[src/rtl/tc8_pkg.sv]
// shared constants and types of the 8-bit timer/counter unit
package tc8_pkg;

  // ----------------------------------------------------------------
  // register map
  // ----------------------------------------------------------------
  localparam int unsigned TC8_AW = 3;
  localparam logic [TC8_AW-1:0] TC8_ADDR_CTRL  = 3'h0;
  localparam logic [TC8_AW-1:0] TC8_ADDR_COUNT = 3'h1;
  localparam logic [TC8_AW-1:0] TC8_ADDR_CMP   = 3'h2;
  localparam logic [TC8_AW-1:0] TC8_ADDR_FLAG  = 3'h3;
  localparam logic [TC8_AW-1:0] TC8_ADDR_MASK  = 3'h4;

  // flag and mask bit positions
  localparam int unsigned TC8_BIT_OVF = 0;
  localparam int unsigned TC8_BIT_CMP = 1;

  // ----------------------------------------------------------------
  // counter values
  // ----------------------------------------------------------------
  localparam logic [7:0] TC8_BOTTOM    = 8'h00;
  localparam logic [7:0] TC8_MAX       = 8'hff;
  localparam logic [7:0] TC8_ONE       = 8'h01;
  localparam logic [7:0] TC8_RST_COUNT = 8'h00;
  localparam logic [7:0] TC8_RST_CMP   = 8'h00;

  // ----------------------------------------------------------------
  // modes and selections
  // ----------------------------------------------------------------
  localparam logic [1:0] TC8_WGM_NORMAL = 2'h0;
  localparam logic [1:0] TC8_WGM_PHASE  = 2'h1;
  localparam logic [1:0] TC8_WGM_CTC    = 2'h2;
  localparam logic [1:0] TC8_WGM_FAST   = 2'h3;

  localparam logic [1:0] TC8_COM_OFF    = 2'h0;
  localparam logic [1:0] TC8_COM_TOGGLE = 2'h1;
  localparam logic [1:0] TC8_COM_CLEAR  = 2'h2;
  localparam logic [1:0] TC8_COM_SET    = 2'h3;

  localparam logic [2:0] TC8_CS_STOP  = 3'h0;
  localparam logic [2:0] TC8_CS_DIV1  = 3'h1;
  localparam logic [2:0] TC8_CS_DIV8  = 3'h2;
  localparam logic [2:0] TC8_CS_DIV64 = 3'h3;
  localparam logic [2:0] TC8_CS_DIV256  = 3'h4;
  localparam logic [2:0] TC8_CS_DIV1024 = 3'h5;
  localparam logic [2:0] TC8_CS_EXT_FALL = 3'h6;
  localparam logic [2:0] TC8_CS_EXT_RISE = 3'h7;

  // prescaler taps: a tick when all masked bits are ones
  localparam int unsigned TC8_PRE_W = 10;
  localparam logic [9:0] TC8_MASK_DIV8    = 10'h007;
  localparam logic [9:0] TC8_MASK_DIV64   = 10'h03f;
  localparam logic [9:0] TC8_MASK_DIV256  = 10'h0ff;
  localparam logic [9:0] TC8_MASK_DIV1024 = 10'h3ff;

  // ----------------------------------------------------------------
  // control register layout
  // ----------------------------------------------------------------
  typedef struct packed {
    logic       spare;
    logic [1:0] com;
    logic [1:0] wgm;
    logic [2:0] cs;
  } tc8_ctrl_s;

  localparam tc8_ctrl_s TC8_RST_CTRL = '{spare: 1'b0, com: TC8_COM_OFF, wgm: TC8_WGM_NORMAL, cs: TC8_CS_STOP};

  typedef struct packed {
    logic cmp;
    logic ovf;
  } tc8_flags_s;

endpackage : tc8_pkg

[src/rtl/tc8_tick_gen.sv]
// clock select and prescaler producing single-cycle timer ticks
`timescale 1ns/10ps
module tc8_tick_gen
  import tc8_pkg::*;
(
  input  wire logic       clock,
  input  wire logic       reset,
  input  wire logic [2:0] clock_select_field,
  input  wire logic       external_count_pin,
  output logic            timer_tick
);

  // ----------------------------------------------------------------
  // prescaler and pin synchroniser
  // ----------------------------------------------------------------
  logic [TC8_PRE_W-1:0] pre_r;
  logic                 pin_s1_r;
  logic                 pin_s2_r;
  logic                 pin_s3_r;
  logic                 tick_r;

  // prescaler is free running so a source switch never waits a full wrap
  always_ff @(posedge clock) begin
    if (reset) begin
      pre_r    <= '0;
      pin_s1_r <= 1'b0;
      pin_s2_r <= 1'b0;
      pin_s3_r <= 1'b0;
    end else begin
      pre_r    <= pre_r + 10'h001;
      pin_s1_r <= external_count_pin;
      pin_s2_r <= pin_s1_r;
      pin_s3_r <= pin_s2_r;
    end
  end

  // ----------------------------------------------------------------
  // source and edge selection
  // ----------------------------------------------------------------
  wire rise_w = pin_s2_r & ~pin_s3_r;
  wire fall_w = ~pin_s2_r & pin_s3_r;
  logic tick_nxt;

  always_comb begin
    unique case (clock_select_field)
      TC8_CS_STOP:     tick_nxt = 1'b0;
      TC8_CS_DIV1:     tick_nxt = 1'b1;
      TC8_CS_DIV8:     tick_nxt = &(pre_r | ~TC8_MASK_DIV8);
      TC8_CS_DIV64:    tick_nxt = &(pre_r | ~TC8_MASK_DIV64);
      TC8_CS_DIV256:   tick_nxt = &(pre_r | ~TC8_MASK_DIV256);
      TC8_CS_DIV1024:  tick_nxt = &(pre_r | ~TC8_MASK_DIV1024);
      TC8_CS_EXT_FALL: tick_nxt = fall_w;
      TC8_CS_EXT_RISE: tick_nxt = rise_w;
    endcase
  end

  always_ff @(posedge clock) begin
    if (reset) begin
      tick_r <= 1'b0;
    end else begin
      tick_r <= tick_nxt;
    end
  end

  assign timer_tick = tick_r;

endmodule : tc8_tick_gen

[src/rtl/tc8_wavegen.sv]
// waveform generator driving the compare output pin
`timescale 1ns/10ps
module tc8_wavegen
  import tc8_pkg::*;
(
  input  wire logic       clock,
  input  wire logic       reset,
  input  wire logic [1:0] waveform_mode_field,
  input  wire logic [1:0] com,
  input  wire logic       match_event,
  input  wire logic       wrap_event,
  input  wire logic       counting_down,
  output logic            compare_output_pin
);

  logic oc_r;
  logic oc_nxt;

  wire pwm_w  = (waveform_mode_field == TC8_WGM_FAST) | (waveform_mode_field == TC8_WGM_PHASE);
  wire inv_w  = (com == TC8_COM_SET);
  wire pwm_on = pwm_w & (com[1]);

  // toggle mode is only meaningful outside the pwm modes
  always_comb begin
    oc_nxt = oc_r;
    if (com != TC8_COM_OFF) begin
      if (!pwm_w && match_event) begin
        unique case (com)
          TC8_COM_TOGGLE: oc_nxt = ~oc_r;
          TC8_COM_CLEAR:  oc_nxt = 1'b0;
          TC8_COM_SET:    oc_nxt = 1'b1;
          default:        oc_nxt = oc_r;
        endcase
      end else if (pwm_on && waveform_mode_field == TC8_WGM_FAST) begin
        if (match_event) begin
          oc_nxt = inv_w;
        end else if (wrap_event) begin
          oc_nxt = ~inv_w;
        end
      end else if (pwm_on && match_event) begin
        oc_nxt = counting_down ? ~inv_w : inv_w;
      end
    end
  end

  always_ff @(posedge clock) begin
    if (reset) begin
      oc_r <= 1'b0;
    end else begin
      oc_r <= oc_nxt;
    end
  end

  assign compare_output_pin = oc_r;

endmodule : tc8_wavegen

[src/rtl/tc8_timer.sv]
// top of the 8-bit timer/counter unit with its register port
`timescale 1ns/10ps

// ----------------------------------------------------------------
// top module
// ----------------------------------------------------------------
module tc8_timer
  import tc8_pkg::*;
#(
  parameter int unsigned DATA_W = 8
) (
  input  wire logic              clock,
  input  wire logic              reset,
  input  wire logic [TC8_AW-1:0] address,
  input  wire logic [DATA_W-1:0] write_data,
  input  wire logic              write_strobe,
  input  wire logic              read_strobe,
  output logic      [DATA_W-1:0] read_data,
  input  wire logic              external_count_pin,
  output logic                   compare_output_pin,
  output logic                   overflow_request,
  output logic                   compare_request,
  output logic                   bottom,
  output logic                   at_max
);

  // only the documented width is served
  if (DATA_W != 8) begin : g_bad_width
    $error("tc8_timer: DATA_W must be 8");
  end

  // ----------------------------------------------------------------
  // state
  // ----------------------------------------------------------------
  tc8_ctrl_s  ctrl_r;
  tc8_flags_s flags_r;
  tc8_flags_s mask_r;
  logic [7:0] counter_value_r;
  logic [7:0] compare_buf_r;
  logic [7:0] compare_act_r;
  logic       down_r;
  logic       block_r;
  logic [7:0] rdata_r;
  logic       timer_tick;

  // ----------------------------------------------------------------
  // register decode
  // ----------------------------------------------------------------
  wire ctrl_we  = write_strobe & (address == TC8_ADDR_CTRL);
  wire cnt_we   = write_strobe & (address == TC8_ADDR_COUNT);
  wire cmp_we   = write_strobe & (address == TC8_ADDR_CMP);
  wire flag_we  = write_strobe & (address == TC8_ADDR_FLAG);
  wire mask_we  = write_strobe & (address == TC8_ADDR_MASK);

  // ----------------------------------------------------------------
  // tick source
  // ----------------------------------------------------------------
  tc8_tick_gen u_tick (
    .clock              (clock),
    .reset              (reset),
    .clock_select_field (ctrl_r.cs),
    .external_count_pin (external_count_pin),
    .timer_tick         (timer_tick)
  );

  // ----------------------------------------------------------------
  // counter decisions
  // ----------------------------------------------------------------
  wire       mode_phase = (ctrl_r.wgm == TC8_WGM_PHASE);
  wire       mode_ctc   = (ctrl_r.wgm == TC8_WGM_CTC);
  wire       mode_fast  = (ctrl_r.wgm == TC8_WGM_FAST);
  wire       is_bottom  = (counter_value_r == TC8_BOTTOM);
  wire       is_max     = (counter_value_r == TC8_MAX);
  wire [7:0] top_value  = mode_ctc ? compare_act_r : TC8_MAX;
  wire       is_top     = (counter_value_r == top_value);
  wire       match      = (counter_value_r == compare_act_r);
  wire       match_evt  = timer_tick & match & ~block_r;
  wire       wrap_evt   = timer_tick & is_max & ~mode_phase;
  wire       ovf_evt    = mode_phase ? (timer_tick & is_bottom & down_r) : wrap_evt;
  wire       turn_down  = mode_phase & ~down_r & is_top;
  wire       turn_up    = mode_phase & down_r & is_bottom;
  wire       step_down  = (down_r & ~turn_up) | turn_down;
  wire       ctc_clear  = mode_ctc & is_top;
  wire       buf_load   = mode_phase | mode_fast ? (timer_tick & is_top) : 1'b1;

  logic [7:0] counter_nxt;
  logic       down_nxt;

  always_comb begin
    counter_nxt = counter_value_r;
    down_nxt    = mode_phase ? down_r : 1'b0;
    if (cnt_we) begin
      counter_nxt = write_data[7:0];
    end else if (timer_tick) begin
      if (ctc_clear) begin
        counter_nxt = TC8_BOTTOM;
      end else if (step_down) begin
        counter_nxt = counter_value_r - TC8_ONE;
      end else begin
        counter_nxt = counter_value_r + TC8_ONE;
      end
    end
    if (timer_tick && (turn_down || turn_up)) begin
      down_nxt = turn_down;
    end
  end

  // ----------------------------------------------------------------
  // counter, compare and block registers
  // ----------------------------------------------------------------
  always_ff @(posedge clock) begin
    if (reset) begin
      counter_value_r <= TC8_RST_COUNT;
      down_r          <= 1'b0;
    end else begin
      counter_value_r <= counter_nxt;
      down_r          <= down_nxt;
    end
  end

  // non-pwm modes pass software writes straight through
  always_ff @(posedge clock) begin
    if (reset) begin
      compare_buf_r <= TC8_RST_CMP;
      compare_act_r <= TC8_RST_CMP;
    end else begin
      if (cmp_we) begin
        compare_buf_r <= write_data[7:0];
      end
      if (buf_load) begin
        compare_act_r <= cmp_we ? write_data[7:0] : compare_buf_r;
      end
    end
  end

  // block holds across a stopped timer until the next tick
  always_ff @(posedge clock) begin
    if (reset) begin
      block_r <= 1'b0;
    end else if (cnt_we) begin
      block_r <= 1'b1;
    end else if (timer_tick) begin
      block_r <= 1'b0;
    end
  end

  // ----------------------------------------------------------------
  // control, flags and mask
  // ----------------------------------------------------------------
  tc8_flags_s set_w;
  tc8_flags_s clr_w;
  assign set_w.ovf = ovf_evt;
  assign set_w.cmp = match_evt;
  assign clr_w.ovf = flag_we & write_data[TC8_BIT_OVF];
  assign clr_w.cmp = flag_we & write_data[TC8_BIT_CMP];

  always_ff @(posedge clock) begin
    if (reset) begin
      ctrl_r  <= TC8_RST_CTRL;
      flags_r <= '0;
      mask_r  <= '0;
    end else begin
      if (ctrl_we) begin
        ctrl_r <= tc8_ctrl_s'(write_data[7:0]);
      end
      if (mask_we) begin
        mask_r <= tc8_flags_s'(write_data[TC8_BIT_CMP:TC8_BIT_OVF]);
      end
      // a set in the clearing cycle wins
      flags_r <= set_w | (flags_r & ~clr_w);
    end
  end

  // ----------------------------------------------------------------
  // read port
  // ----------------------------------------------------------------
  wire [7:0] rd_mux =
    (address == TC8_ADDR_CTRL)  ? 8'(ctrl_r)          :
    (address == TC8_ADDR_COUNT) ? counter_value_r     :
    (address == TC8_ADDR_CMP)   ? compare_buf_r       :
    (address == TC8_ADDR_FLAG)  ? {6'h00, flags_r}    :
    (address == TC8_ADDR_MASK)  ? {6'h00, mask_r}     : 8'h00;

  always_ff @(posedge clock) begin
    if (reset) begin
      rdata_r <= 8'h00;
    end else begin
      rdata_r <= read_strobe ? rd_mux : 8'h00;
    end
  end

  assign read_data        = rdata_r;
  assign overflow_request = flags_r.ovf & mask_r.ovf;
  assign compare_request  = flags_r.cmp & mask_r.cmp;
  assign bottom           = is_bottom;
  assign at_max           = is_max;

  // ----------------------------------------------------------------
  // waveform generator
  // ----------------------------------------------------------------
  tc8_wavegen u_wave (
    .clock               (clock),
    .reset               (reset),
    .waveform_mode_field (ctrl_r.wgm),
    .com                 (ctrl_r.com),
    .match_event         (match_evt),
    .wrap_event          (wrap_evt),
    .counting_down       (down_r),
    .compare_output_pin  (compare_output_pin)
  );

  // ----------------------------------------------------------------
  // assertions
  // ----------------------------------------------------------------
  a_stop_no_tick: assert property (@(posedge clock) disable iff (reset)
    (ctrl_r.cs == TC8_CS_STOP) && ($past(ctrl_r.cs) == TC8_CS_STOP) |-> !timer_tick)
    else $error("tick while stopped");

  a_write_wins: assert property (@(posedge clock) disable iff (reset)
    cnt_we |=> counter_value_r == $past(write_data[7:0]))
    else $error("counter write lost");

  a_idle_hold: assert property (@(posedge clock) disable iff (reset)
    !timer_tick && !cnt_we |=> $stable(counter_value_r))
    else $error("counter moved without tick");

  a_normal_step: assert property (@(posedge clock) disable iff (reset)
    timer_tick && !cnt_we && ctrl_r.wgm == TC8_WGM_NORMAL
      |=> counter_value_r == $past(counter_value_r) + TC8_ONE)
    else $error("normal step wrong");

  a_normal_ovf: assert property (@(posedge clock) disable iff (reset)
    timer_tick && ctrl_r.wgm == TC8_WGM_NORMAL && is_max && !cnt_we
      |=> flags_r.ovf && counter_value_r == TC8_BOTTOM)
    else $error("overflow not set at wrap");

  a_ctc_clear: assert property (@(posedge clock) disable iff (reset)
    timer_tick && !cnt_we && mode_ctc && match |=> counter_value_r == TC8_BOTTOM)
    else $error("ctc did not clear");

  a_match_flag: assert property (@(posedge clock) disable iff (reset)
    timer_tick && match && !block_r |=> flags_r.cmp)
    else $error("match flag not set");

  a_block_match: assert property (@(posedge clock) disable iff (reset)
    block_r && !flags_r.cmp |=> !flags_r.cmp)
    else $error("match not blocked");

  a_buffer_hold: assert property (@(posedge clock) disable iff (reset)
    mode_fast && !ctrl_we && !(timer_tick && is_max) |=> $stable(compare_act_r))
    else $error("compare updated off top");

  a_cmp_direct: assert property (@(posedge clock) disable iff (reset)
    cmp_we && !(mode_phase || mode_fast) |=> compare_act_r == $past(write_data[7:0]))
    else $error("compare not passed through");

  a_phase_ovf: assert property (@(posedge clock) disable iff (reset)
    timer_tick && mode_phase && down_r && is_bottom |=> flags_r.ovf)
    else $error("phase overflow missing");

  a_phase_up_quiet: assert property (@(posedge clock) disable iff (reset)
    mode_phase && !down_r && !flags_r.ovf |=> !flags_r.ovf)
    else $error("phase overflow while counting up");

  a_phase_turn: assert property (@(posedge clock) disable iff (reset)
    timer_tick && !cnt_we && mode_phase && !down_r && is_max
      |=> down_r && counter_value_r == TC8_MAX - TC8_ONE)
    else $error("phase did not turn at top");

  a_flag_clear: assert property (@(posedge clock) disable iff (reset)
    flag_we && write_data[TC8_BIT_CMP] && !match_evt |=> !flags_r.cmp)
    else $error("compare flag not cleared");

  a_tick_step: assert property (@(posedge clock) disable iff (reset)
    timer_tick && !cnt_we
      |=> (counter_value_r == $past(counter_value_r) + TC8_ONE)
       || (counter_value_r == $past(counter_value_r) - TC8_ONE)
       || (counter_value_r == TC8_BOTTOM))
    else $error("tick moved counter by more than one");

  a_read_idle: assert property (@(posedge clock) disable iff (reset)
    !read_strobe |=> read_data == 8'h00)
    else $error("read data outside its cycle");

  c_ovf_wrap: cover property (@(posedge clock) disable iff (reset) ovf_evt);
  c_ctc_clear: cover property (@(posedge clock) disable iff (reset) timer_tick && ctc_clear);
  c_phase_turn: cover property (@(posedge clock) disable iff (reset) timer_tick && turn_down);
  c_blocked: cover property (@(posedge clock) disable iff (reset) block_r && timer_tick && match);
  c_fast_load: cover property (@(posedge clock) disable iff (reset) mode_fast && buf_load);

endmodule : tc8_timer

[config.mk]
export PLATFORM = sky130hd
export DESIGN_NAME = tc8_timer
export DESIGN_NICKNAME = d
export VERILOG_FILES = /design/src/rtl/tc8_pkg.sv /design/src/rtl/tc8_tick_gen.sv /design/src/rtl/tc8_wavegen.sv /design/src/rtl/tc8_timer.sv
export SDC_FILE = /design/constraint.sdc
export NUM_CORES = 1
export LEC_CHECK = 0
export BUFFER_PORTS_ARGS = -buffer_cell sky130_fd_sc_hd__buf_2
export CAP_MARGIN = 0
export CELL_PAD_IN_SITES_DETAIL_PLACEMENT = 0
export CELL_PAD_IN_SITES_GLOBAL_PLACEMENT = 1
export CORE_MARGIN = 2
export CORE_UTILIZATION = 48
export DETAILED_ROUTE_END_ITERATION = 16
export PLACE_DENSITY = 0.8
export SLEW_MARGIN = 15
export SYNTH_ARGS = -nofsm -noshare
export SYNTH_HDL_FRONTEND = slang
export SYNTH_SLANG_ARGS = --single-unit
[constraint.sdc]
create_clock -name clock -period 7.3 [get_ports clock]
set_clock_uncertainty 0.2 [all_clocks]
set_input_delay 0.365 -clock clock [delete_from_list [all_inputs] [get_ports clock]]
set_output_delay 0.365 -clock clock [all_outputs]
set_load 0.01 [all_outputs]
Yosys cells after proc, flatten, opt, wreduce, memory -nomap -nowiden

Cells that the tools add are included.

Add/subtract/negate cells: 3
$mul: 0
Div/mod/pow operators: 0
Magnitude comparators: 0
Equal/unequal tests: 23
Shift operators: 0
Mux-type cells: 25
Bitwise operators: 39
Reductions and logical operators: 18

Operator list:

| kind                                                  | count |
|---|---|
| two-way mux 8 bit                                     | 9 |
| AND 1 bit                                             | 25 |
| == test 8 bit                                         | 2 |
| == test 3 bit, second input constant                  | 5 |
| == test 3 x 2 -> 1 bit, second input constant         | 4 |
| two-way mux 1 bit                                     | 12 |
| adder 10 x 1 -> 10 bit, second input constant         | 1 |
| AND reduction 10 bit                                  | 1 |
| inverter 1 bit                                        | 9 |
| adder 8 x 1 -> 8 bit, second input constant           | 1 |
| == test 2 bit, second input constant                  | 4 |
| == test 8 bit, second input constant                  | 1 |
| zero test 8 bit                                       | 1 |
| case mux 1 bit (8 select lines)                       | 1 |
| AND reduction 8 bit                                   | 1 |
| subtractor 8 x 1 -> 8 bit, second input constant      | 1 |
| == test 3 x 1 -> 1 bit, second input constant         | 2 |
| zero test 3 bit                                       | 2 |
| AND reduction 6 bit                                   | 1 |
| == test 2 x 1 -> 1 bit, second input constant         | 2 |
| logical AND 1 bit                                     | 4 |
| two-way mux 2 bit                                     | 2 |
| inequality test 4 x 2 -> 1 bit, second input constant | 1 |
| inequality test 4 x 3 -> 1 bit, second input constant | 1 |
| other kinds (13)                                      | 15 |

Bits in registers: 61
Latch bits: 0
Memory bits (writable): 0
ROM bits: 0
Input bits: 16
Output and inout bits: 13
Word-level logic and storage cells: 128
Memories: 0

Logic depth before layout (Yosys ltp)

Gate-level depths: netlist of the first run.

Word-level depth: 10
Depth in mapped cells: 13
Mapped depth without buffers: 12

Hierarchy

From an unflattened synthesis of the first run, not the netlist that was laid out.

Cells, all modules: 405
Area total of the unflattened synthesis: 3229.3 µm²

By module, submodules not included:

| module       | instances | cells each | area an instance (µm²) | seq. area each (µm²) |
|---|---|---|---|---|
| tc8_timer    | 1         | 322        | 2481.1                 | 920.9 |
| tc8_tick_gen | 1         | 59         | 578.1                  | 280.3 |
| tc8_wavegen  | 1         | 24         | 170.2                  | 20.0 |

Least setup slack after synthesis of the first run

No wires, ideal clock.

Kind: register to register
From: register counter_value_r[1]
To: register counter_value_r[6]
Arrival: 2.682 ns
Required time: 6.978 ns
Slack: 4.296 ns
Cell stages (with the launch flop): 12
Buffers on the path: 0
Clock period less this slack: 3.004 ns
Cells stage by stage: dfxtp_1 or4_4 nor2_1 nand4b_1 o21a_1 ha_1 nor2b_1 o21a_1 o21ai_0 a21oi_1 o31ai_1 nand2_1

Word-level cells in the longest chain between the ends: 9
Elaborated cells between the ends (all ways): 14
Those cells by class: add/sub (2); eq/ne (1); mux (4); bitwise (6); reduce/logical (1)

RTL lines:

| item                   | line             | source |
|---|---|---|
| start, declared        | tc8_timer.sv:38  | `logic [7:0] counter_value_r;` |
| start signal, assigned | tc8_timer.sv:116 | `counter_value_r <= counter_nxt;` |
| zero test 8 bit        | tc8_timer.sv:72  | `wire is_bottom = (counter_value_r == TC8_BOTTOM);` |
| net bottom             | tc8_timer.sv:23  | `output logic bottom,` |
| AND 1 bit              | tc8_timer.sv:81  | `wire turn_up = mode_phase & down_r & is_bottom;` |
| inverter 1 bit         | tc8_timer.sv:82  | `wire step_down = (down_r & ~turn_up) \| turn_down;` |
| AND 1 bit              | tc8_timer.sv:82  |  |
| bitwise OR 1 bit       | tc8_timer.sv:82  |  |
| two-way mux 8 bit      | tc8_timer.sv:97  | `end else if (step_down) begin` |
| two-way mux 8 bit      | tc8_timer.sv:95  | `if (ctc_clear) begin` |
| two-way mux 8 bit      | tc8_timer.sv:94  | `end else if (timer_tick) begin` |
| two-way mux 8 bit      | tc8_timer.sv:92  | `if (cnt_we) begin` |

The timed path passes the listed nets, and every way through them passes these cells. The select of a mux whose other input is x is not followed.
A chain may end at the register's enable or synchronous reset.

Worst setup path in the final report of the first run

From: register counter_value_r[1]
To: register counter_value_r[6]

Word-level cells in the longest chain between the ends: 9
Elaborated cells between the ends (all ways): 14
Those cells by class: add/sub (2); eq/ne (1); mux (4); bitwise (6); reduce/logical (1)

RTL lines:

| item                                                                         | line |
|---|---|
| parallel branches: the longest is 6 deep, another holds adder 8 x 1 -> 8 bit | - |
| two-way mux 8 bit *                                                          | tc8_timer.sv:95 |
| two-way mux 8 bit *                                                          | tc8_timer.sv:94 |
| two-way mux 8 bit *                                                          | tc8_timer.sv:92 |

Every way passes the cells marked *. The select of a mux whose other input is x is not followed.

==> results.md, run 1 <==
Placed design:
- The final estimated routing congestion in global placement is 0.9148.
- The worst setup slack after placement is 4.167 ns.
- The HPWL reported at the end of detailed placement is 5551 um.
- The total of buffers placed on input and output ports is 28.
- Summing all placed instances gives a cell area of 0.003311 mm^2.

Final layout:
- After the last flow step, the layout net total stands at 415.
- The antenna diode count is 0.
- The area overhead of the layout relative to synthesis is 11.31%.
- The library cells used most frequently in the layout, excluding fill and tap cells, are 61 x sky130_fd_sc_hd__dfxtp_1, 51 x sky130_fd_sc_hd__nor2_1, 30 x sky130_fd_sc_hd__a21oi_1.
- The core occupancy in the finished layout is 0.5529.
- The library cell used most frequently in the layout, excluding fill and tap cells, is sky130_fd_sc_hd__dfxtp_1.
- Of the cells placed in the final design, the portion with a size suffix greater than 1 is 0.1527.
- After routing the design area is 0.003511 mm^2.

Pwr:
- The static leakage power is 1.309 nW.
- The maximum resistive drop on vdd is 0.1456 mV.
- Dividing total power by cell area gives a power density of 206.1 mW/mm^2.

Outcome:
- The flow ran to the end, and the final reports show no timing, DRC or antenna violations.

Timing:
- Setup violations remaining at the end of the flow were counted as 0.
- Across all hold checks on the routed design, the worst slack comes to 0.04699 ns.
- The final count of pins violating max slew is 0.
- Setup repair after global routing left no endpoint under its margin.
- The worst slew margin relative to its limit is 0.4766.
- In the finished design, the share of the clock period the worst path needs comes to 0.4335.
- The least setup slack across all paths after layout is 4.136 ns.
- The timing-limited maximum frequency is 316.0 MHz.
- After layout, the minimum clock period comes to 3.164 ns.
- Summed over all failing endpoints, the final setup total negative slack is 0 ns.
- For the pin with the worst max-slew slack, the measured transition is 0.7843 ns.
- The number of endpoints with negative hold slack in the final report was 0.

Detailed routing:
- In the final routed layout, each cell accounts on average for 16.78 um.
- After detailed routing, the number of remaining DRC violations is 0.
- The via-per-instance ratio is 5.728.
- The antenna violation net count after detailed routing is 0.
- After the first detailed-routing iteration, the DRC count stood at 158.
- After detailed routing, the total wire length is 7888 um.
- The first detailed-routing pass ran for 4 iterations.
- The detailed-route via count is 2692.

Synthesis:
- In this run, synthesis produced a sequential element count of 61.
- The dominant register cell in the synthesized netlist is sky130_fd_sc_hd__dfxtp_1.
- The number of enable-type register cells in the synthesized netlist is 0.
- The synthesis warning total is 0.
- When the netlist entered floorplanning its net count stood at 394.
- Counting flops with an async set or reset pin after synthesis yields a share of 0.
- The share of the yosys chip area belonging to registers is 0.3871.
- In this run the cell area of the synthesized design comes to 0.003154 mm^2.
- The gate count of the mapped netlist is 367.
- The average cell area after synthesis is 8.595 um^2.
- The post-synthesis cell type count is 55.

Worst setup path:
- The worst setup path is launched from a register.
- The critical path is of the reg2reg type.
- Of all nets on the critical path, the largest fanout is 7.
- Walking the worst path, the cells encountered are or4_4, nor2_1, nand4b_1, o21a_1, ha_1, nor2b_1, o21a_1, o21ai_0, a21oi_1, o31ai_1, nand2_1.
- Among all stages on the critical path, the largest delay is contributed by sky130_fd_sc_hd__or4_4.
- On the worst path, the slowest cell contributes a delay of 0.57 ns.
- Counting stages on the worst path, the most repeated cell is sky130_fd_sc_hd__o21a_1.
- STA classifies the critical path endpoint as a register.
- At the worst endpoint, the arrival time is 3.20 ns.
- At the worst endpoint, the required time is 7.34 ns.

Global route:
- Global routing finished with a remaining overflow of 0.
- Entering global routing, the biggest net connects 54 pins.
- The routing layer with the top usage in global route is met2.
- The number of global-route vias before repair came to 2564.
- For met2 alone, demand over resource in global routing was 0.3594.
- The met3 capacity usage during global routing is 0.04086.
- The global-route wire length before repair is 13220 um.
- The met1 layer usage reported by global route is 0.3220.
- In the global route stage, overall resource usage came out at 0.2328.
- The initial antenna violation count came to 0.

Clock network:
- The clock transition at the registers of the reported paths is 0.07 ns.
- TritonCTS built the clock tree.
- CTS saw 61 sinks.
- The maximum clock path buffer count is 2.
- The cts-stage hold buffer count is 0.
- The total of cells resized after clock tree synthesis is 0.
- After clock tree synthesis, the setup repair step added 0 buffers.
- The clock root buffer is sky130_fd_sc_hd__clkbuf_8.
- Clock latency on the worst-skew pair, taken at its later pin, is 0.35 ns.
- The TritonCTS buffer count is 9.
- The number of H-tree branching levels is 3.

Run:
- The tool flagged a number of max-cap violations equal to 0.

Die:
- The width of the chip is 85.07 um.
- The die footprint is 0.007236 mm^2.
- For this design the top-level I/O count stands at 29.
- The initial utilization of the core area, before any placement, comes to 0.4967.
- Row generation in the floorplan step produced 29 rows.
- The overall die height is 85.07 um.
- The core region is 0.006350 mm^2.

Min path:
- The path type of the worst min-delay path is in2reg.
## area by class of cell
| cell class | instances | area, um^2 |
|---|---|---|
| fill | 620 | 2839 |
| clock inverter | 6 | 72.57 |
| clock buffer | 10 | 127.6 |
| inverter | 11 | 41.29 |
| timing repair buffer | 29 | 147.6 |
| sequential | 61 | 1221 |
| multi-input combinational | 276 | 1804 |
| tap | 77 | 96.34 |
## cells by family after synthesis
group / count (synthesis) / synth area share
adders and majority gates: 11 / 0.04601
muxes: 13 / 0.04919
and+or+nand+nor: 167 / 0.2860
DFF: 61 / 0.3871
buffers and inverters: 30 / 0.04086
AOI/OAI and AO/OA: 67 / 0.1384
xor gates and xnor gates: 18 / 0.05236
## cell usage after synthesis (3+ instances only)
master,count,area (um^2)
sky130_fd_sc_hd__dfxtp_1,61,1221
sky130_fd_sc_hd__nor2_1,51,191.4
sky130_fd_sc_hd__a21oi_1,30,150.1
sky130_fd_sc_hd__nand2_1,26,97.59
sky130_fd_sc_hd__nor3_1,19,95.09
sky130_fd_sc_hd__nor2b_1,14,87.58
sky130_fd_sc_hd__clkbuf_1,12,45.04
sky130_fd_sc_hd__xnor2_1,12,105.1
sky130_fd_sc_hd__mux2i_1,11,110.1
sky130_fd_sc_hd__ha_1,10,125.1
sky130_fd_sc_hd__inv_1,10,37.54
sky130_fd_sc_hd__a211oi_1,9,67.56
sky130_fd_sc_hd__nand2b_1,9,56.30
sky130_fd_sc_hd__nand3_1,9,45.04
sky130_fd_sc_hd__nor3b_1,5,37.54
sky130_fd_sc_hd__xor2_1,5,43.79
sky130_fd_sc_hd__a221oi_1,4,35.03
sky130_fd_sc_hd__and2_1,4,25.02
sky130_fd_sc_hd__and3_1,4,25.02
sky130_fd_sc_hd__buf_2,4,20.02
sky130_fd_sc_hd__nand4_1,4,25.02
sky130_fd_sc_hd__o21ai_0,4,20.02
sky130_fd_sc_hd__a31oi_1,3,18.77
sky130_fd_sc_hd__buf_4,3,22.52
sky130_fd_sc_hd__nand4b_1,3,26.28
sky130_fd_sc_hd__o21a_1,3,22.52
## metrics by stage
step / cells / power [mW]
after detailed placement: 454 / 0.4201
final: 470 / 0.7234
after global routing: 470 / 0.7512
after floorplan: 367 / 0.4001
after global placement: 454 / 0.4196
after CTS: 470 / 0.7292
## critical path, delay by kind of cell (launching register included)
family / cells / cell delay [ns]
AND/OR/NAND/NOR: 5 / 1.12
AO/OA/AOI/OAI: 5 / 1.00
flip-flops: 1 / 0.39
adder cells (fa/ha/maj): 1 / 0.36
## state kept, by name, indices dropped and copies added, names as in the netlist, 2 cells and up
name,cells
compare_act_r,8
compare_buf_r,8
counter_value_r,8
ctrl_r,8
flags_r,2
mask_r,2
read_data,8
u_tick.pre_r,10
## worst paths after layout
check,slack (ns),end,from,cells past startpoint
worst min-delay path,0.05,u_tick.pin_s1_r,external_count_pin,2
worst min register to register,0.26,u_tick.pin_s2_r,u_tick.pin_s1_r,1
worst max-delay path,4.14,counter_value_r[6],counter_value_r[1],11
worst max register to register,4.14,counter_value_r[6],counter_value_r[1],11
## power by group
group | total, mW | internal (mW) | switching (mW)
combinational | 0.0636 | 0.0239 | 0.0396
clock | 0.311 | 0.161 | 0.150
sequential | 0.349 | 0.340 | 0.00871
total | 0.723 | 0.525 | 0.198
## routing by layer
metal,wire length [um],up-vias
met4,199,0
met5,0,-
li1,-,1348
met3,268,19
met1,3943,1269
met2,3477,56
(Power assumes the default switching activity.)
==> run 2, diff against run 1 <==
--- a/config.mk
+++ b/config.mk
@@ -5,14 +5,15 @@
 export SDC_FILE = /design/constraint.sdc
 export NUM_CORES = 1
 export LEC_CHECK = 0
+export ABC_AREA = 1
 export BUFFER_PORTS_ARGS = -buffer_cell sky130_fd_sc_hd__buf_2
 export CAP_MARGIN = 0
 export CELL_PAD_IN_SITES_DETAIL_PLACEMENT = 0
 export CELL_PAD_IN_SITES_GLOBAL_PLACEMENT = 1
 export CORE_MARGIN = 2
-export CORE_UTILIZATION = 48
+export CORE_UTILIZATION = 38
 export DETAILED_ROUTE_END_ITERATION = 16
-export PLACE_DENSITY = 0.8
+export PLACE_DENSITY = 0.71
 export SLEW_MARGIN = 15
 export SYNTH_ARGS = -nofsm -noshare
 export SYNTH_HDL_FRONTEND = slang
==> constraint.sdc (replaced) <==
create_clock -name clock -period 2.7 [get_ports clock]
set_clock_uncertainty 0.2 [all_clocks]
set_input_delay 0.135 -clock clock [delete_from_list [all_inputs] [get_ports clock]]
set_output_delay 0.135 -clock clock [all_outputs]
set_load 0.01 [all_outputs]
==> run 2 against run 1 <==
  * Worst setup slack got worse by 4.0 ns
  * Core utilization fell by 6.1 points
  * Worst hold slack got worse by 0.011 ns
  * Highest routed layer unchanged
==> results.md, run 2 <==
Outcome:
- Outcome: finished clean (unchanged).

Final layout:
- The filler-free cell count of the finished design was 641 (was 470).
- The number of flip-flops in the largest register is 10 (unchanged).
- The most common library cell in the layout ignoring fill and taps is sky130_fd_sc_hd__nand2_1 (was sky130_fd_sc_hd__dfxtp_1).
- Commonest cells after routing, fill and taps aside: 77 x sky130_fd_sc_hd__nand2_1, 63 x sky130_fd_sc_hd__inv_1, 53 x sky130_fd_sc_hd__dfxtp_1 (was 61 x sky130_fd_sc_hd__dfxtp_1, 51 x sky130_fd_sc_hd__nor2_1, 30 x sky130_fd_sc_hd__a21oi_1).
- The share of layout cells above drive strength 1 came to 0.2201 (was 0.1527).
- The register ranked first by flip-flop count is u_tick.pre_r (unchanged).
- The combined flip-flop and latch cell area is 0.001239 mm^2 (was 0.001221 mm^2).
- The count of fill cells added during filler insertion is 848 (was 620).
- The area overhead of the layout relative to synthesis is 26.72% (was 11.31%).
- The total number of nets in the final design is 558 (was 415).
- The core occupancy in the finished layout was 0.4920 (was 0.5529).
- The antenna diode count is 0 (unchanged).
- The multi-input logic area is 0.001697 mm^2 (was 0.001804 mm^2).

Synthesis:
- The share of async-settable or async-resettable flops after synthesis came to 0 (unchanged).
- The average cell area after synthesis is 6.946 um^2 (was 8.595 um^2).
- The cell area after synthesis is 0.003174 mm^2 (was 0.003154 mm^2).
- The number of storage elements in the synthesis netlist was 61 (unchanged).
- The area share of the largest cell type after synthesis came to 0.3847 (was 0.3871).
- The gate count of the mapped netlist came to 457 (was 367).
- The most common cell in the synthesized netlist is sky130_fd_sc_hd__nand2_1 (was sky130_fd_sc_hd__dfxtp_1).
- Cell types occupying the most area after synthesis: sky130_fd_sc_hd__dfxtp_1 38%, sky130_fd_sc_hd__nand2_1 9.6%, sky130_fd_sc_hd__inv_1 7.4% (was sky130_fd_sc_hd__dfxtp_1 39%, sky130_fd_sc_hd__nor2_1 6.1%, sky130_fd_sc_hd__a21oi_1 4.8%).
- The dominant cell type by area after synthesis is sky130_fd_sc_hd__dfxtp_1 (unchanged).
- The post-synthesis cell type count was 38 (was 55).
- The number of enable-type register cells in the synthesized netlist came to 0 (unchanged).
- The number of nets produced by synthesis is 484 (was 394).
- Top cell types by occurrence after synthesis: 81 x sky130_fd_sc_hd__nand2_1, 63 x sky130_fd_sc_hd__inv_1, 61 x sky130_fd_sc_hd__dfxtp_1 (was 61 x sky130_fd_sc_hd__dfxtp_1, 51 x sky130_fd_sc_hd__nor2_1, 30 x sky130_fd_sc_hd__a21oi_1).
- The dominant register cell in the synthesized netlist is sky130_fd_sc_hd__dfxtp_1 (unchanged).
- The share of the yosys chip area belonging to registers is 0.3847 (was 0.3871).
- The synthesis warning total is 0 (unchanged).

Worst setup path:
- The data arrival time of the critical path is 2.62 ns (was 3.20 ns).
- The required time of the critical path came to 2.77 ns (was 7.34 ns).
- The endpoint kind of the worst setup timing path is a register (unchanged).
- The kind of cell adding the most delay to the critical path is simple AND/OR/NAND/NOR gates (unchanged).
- The slowest stage cell on the critical path was sky130_fd_sc_hd__fa_2 (was sky130_fd_sc_hd__or4_4).
- The critical setup path kind is reg2reg (unchanged).
- The sum of buffers and inverters on the critical path is 2 (was 0).
- The largest fanout on the critical path came to 6 (was 7).
- The cell type with the highest occurrence count on the critical path is sky130_fd_sc_hd__nand2_1 (was sky130_fd_sc_hd__o21a_1).
- The startpoint type of the worst setup path is a register (unchanged).
- The peak per-stage delay on the critical path is 0.35 ns (was 0.57 ns).
- The depth of the worst register-to-register path is 17 (was 11).
- The reg-to-reg critical path startpoint is counter_value_r[3] (was counter_value_r[1]).
- The register-to-register path setup slack is 0.14 ns (was 4.14 ns).
- Critical-path cell list: buf_4, nand2_1, nand2_1, nor2_1, nand2_1, nand2_2, nand4_4, nand2_4, inv_1, fa_2, o21ai_2, nand2_1, nand2_1, a21oi_1, xnor2_1, nand2_1, a31oi_1 (was or4_4, nor2_1, nand4b_1, o21a_1, ha_1, nor2b_1, o21a_1, o21ai_0, a21oi_1, o31ai_1, nand2_1).
- The endpoint of the worst register-to-register path is counter_value_r[6] (unchanged).

Timing:
- The time the worst path needs with I/O delays and setup came to 2.557 ns (was 3.164 ns).
- The share of the cycle needed by the critical path after routing is 0.9471 (was 0.4335).
- The worst-margin pin slew is 0.5565 ns (was 0.7843 ns).
- The number of endpoints with negative hold slack in the final report came to 0 (unchanged).
- The timing-limited maximum frequency is 391.1 MHz (was 316.0 MHz).
- The total negative slack for setup checks is 0 ns (unchanged).
- The final count of pins violating max slew came to 0 (unchanged).
- Unrepaired setup endpoints after global routing: true (was false).
- The final number of setup-violating endpoints is 0 (unchanged).
- The worst slew margin relative to its limit was 0.6281 (was 0.4766).

Min path:
- The worst hold endpoint was counter_value_r[0] (was u_tick.pin_s1_r).
- The worst min-delay path startpoint is address[0] (was external_count_pin).
- The depth of the worst hold-timing path is 3 (was 2).
- The path type of the worst min-delay path is in2reg (unchanged).

Pwr:
- The maximum resistive drop on vdd is 0.2798 mV (was 0.1456 mV).
- The static leakage power came to 1.714 nW (was 1.309 nW).
- The overall power consumption is 1.846 mW (was 0.7234 mW).
- The power per cell area is 459.0 mW/mm^2 (was 206.1 mW/mm^2).

Detailed routing:
- The antenna violation net count after detailed routing was 0 (unchanged).
- The wire length reported by the detailed router is 9247 um (was 7888 um).
- The number of search-and-repair iterations in the first detailed-routing pass came to 4 (unchanged).
- The DRC marker count from the first detailed-route iteration is 130 (was 158).
- The via-per-instance ratio is 4.949 (was 5.728).
- The DRC violations left is 0 (unchanged).
- The routed wirelength normalized by instance count came to 14.43 um (was 16.78 um).
- The detailed-route via count is 3172 (was 2692).

Die:
- The overall die height was 95.40 um (was 85.07 um).
- The width of the chip is 95.40 um (was 85.07 um).
- The effective utilization at floorplan was 0.3883 (was 0.4967).
- The area of the core region came to 0.008175 mm^2 (was 0.006350 mm^2).
- The number of core rows was 33 (was 29).
- The number of top-level design ports came to 29 (unchanged).
- The die footprint is 0.009100 mm^2 (was 0.007236 mm^2).

Global route:
- The initial antenna violation count came to 0 (unchanged).
- The total global-route track usage was 0.2194 (was 0.2328).
- The number of global-route vias before repair is 3140 (was 2564).
- The global-route wire length before repair was 15050 um (was 13220 um).
- The maximum number of pins on one net before global-route repair came to 29 (was 54).
- The final global-route overflow total came to 0 (unchanged).

Clock network:
- The number of H-tree branching levels came to 3 (unchanged).
- The clock transition at the registers of the reported paths is 0.07 ns (about the same).
- The CTS tree is built (unchanged).
- The TritonCTS buffer count is 9 (unchanged).
- The clock root buffer is sky130_fd_sc_hd__clkbuf_8 (unchanged).
- The maximum clock path buffer count is 2 (unchanged).
- The number of clock sinks came to 61 (unchanged).
- The source-to-sink clock delay at the later pin of the worst-skew pair was 0.34 ns (was 0.35 ns).

Placed design:
- The total instance count after detailed placement was 610 (was 454).
- The total of buffers placed on input and output ports is 28 (unchanged).
- The HPWL reported at the end of detailed placement is 6784 um (was 5551 um).
- The final estimated routing congestion in global placement is 0.8650 (was 0.9148).

Run:
- The max-capacitance violation count is 0 (unchanged).
## run 2: cell count changes in the layout (fill, tap and decap cells not counted), sizes merged, moves of 15 or more
cell	change
nor3	-15
inv	+56
nand2	+56
buf	+36
nand3	+27
o21ai	+35
## run 2: how the worst max path moves through the flow
stage | from | end | slack (ns) | depth (start not counted)
after floorplan | counter_value_r[4] | counter_value_r[7] | 0.08 | 16
after global placement | counter_value_r[1] | counter_value_r[6] | -0.02 | 17
after detailed placement | counter_value_r[1] | counter_value_r[6] | -0.09 | 15
after CTS | counter_value_r[0] | counter_value_r[6] | 0.01 | 15
after global routing | counter_value_r[3] | counter_value_r[6] | -0.03 | 17
final | counter_value_r[3] | counter_value_r[6] | 0.14 | 17
## run 2: where the power goes
group          leakage (nW)  internal [mW]  total, mW  switching (mW)
Sequential            0.500          0.925      0.946          0.0206
Clock                0.0829          0.327      0.680           0.354
Combinational          1.13         0.0880      0.220           0.132
Total                  1.71           1.34       1.85           0.506
## run 2: stage by stage
stage               hold slack, ns  setup WS (ns)  area [um^2]
finish                     0.03616         0.1428         4023
detailed placement          0.1455       -0.09325         3627
global route               0.04919       -0.02645         4023
global placement            0.1461       -0.02340         3627
floorplan                  0.04197        0.07736         3174
CTS                        0.03730       0.009689         3909
## run 2: worst reg2reg max path: cells and delay by family, from the launching register on
kind | cells | cell delay [ns]
flops | 1 | 0.32
xor+xnor | 1 | 0.13
buf+inv | 2 | 0.21
compound gates | 3 | 0.33
fa+ha+maj | 1 | 0.35
simple gates | 10 | 0.94
## run 2: final cells by class
cell class | instances | area share
clock buffers | 11 | 0.03266
clock inverters | 5 | 0.006843
inverters | 69 | 0.06439
multi-input cells | 313 | 0.4218
flip-flops and latches | 61 | 0.3079
well taps | 105 | 0.03266
repair buffers | 77 | 0.1337
## run 2: repair_timing
item,4_1_cts,5_1_grt
buffers inserted,0,3
endpoints found under the hold margin,27,0
gates resized for setup,3,25
hold buffers,12,0
setup endpoints to repair,1,5
pin swaps,1,4
## run 2: kinds of logic after synthesis
group,Yosys count,share of synthesized area
fa+ha+maj,11,0.04572
buf+inv,83,0.1048
xor+xnor,3,0.008279
flops,61,0.3847
simple gates,191,0.2633
compound gates,108,0.1931
## run 2: metal layers
metal | part of all wire | vias up | wire length, um | global-route usage
li1 | - | 1658 | - | -
met1 | 0.45 | 1435 | 4186 | 0.2598
met2 | 0.48 | 58 | 4444 | 0.3844
met3 | 0.035 | 21 | 320 | 0.03953
met4 | 0.032 | 0 | 295 | 0.1012
met5 | 0 | - | 0 | 0
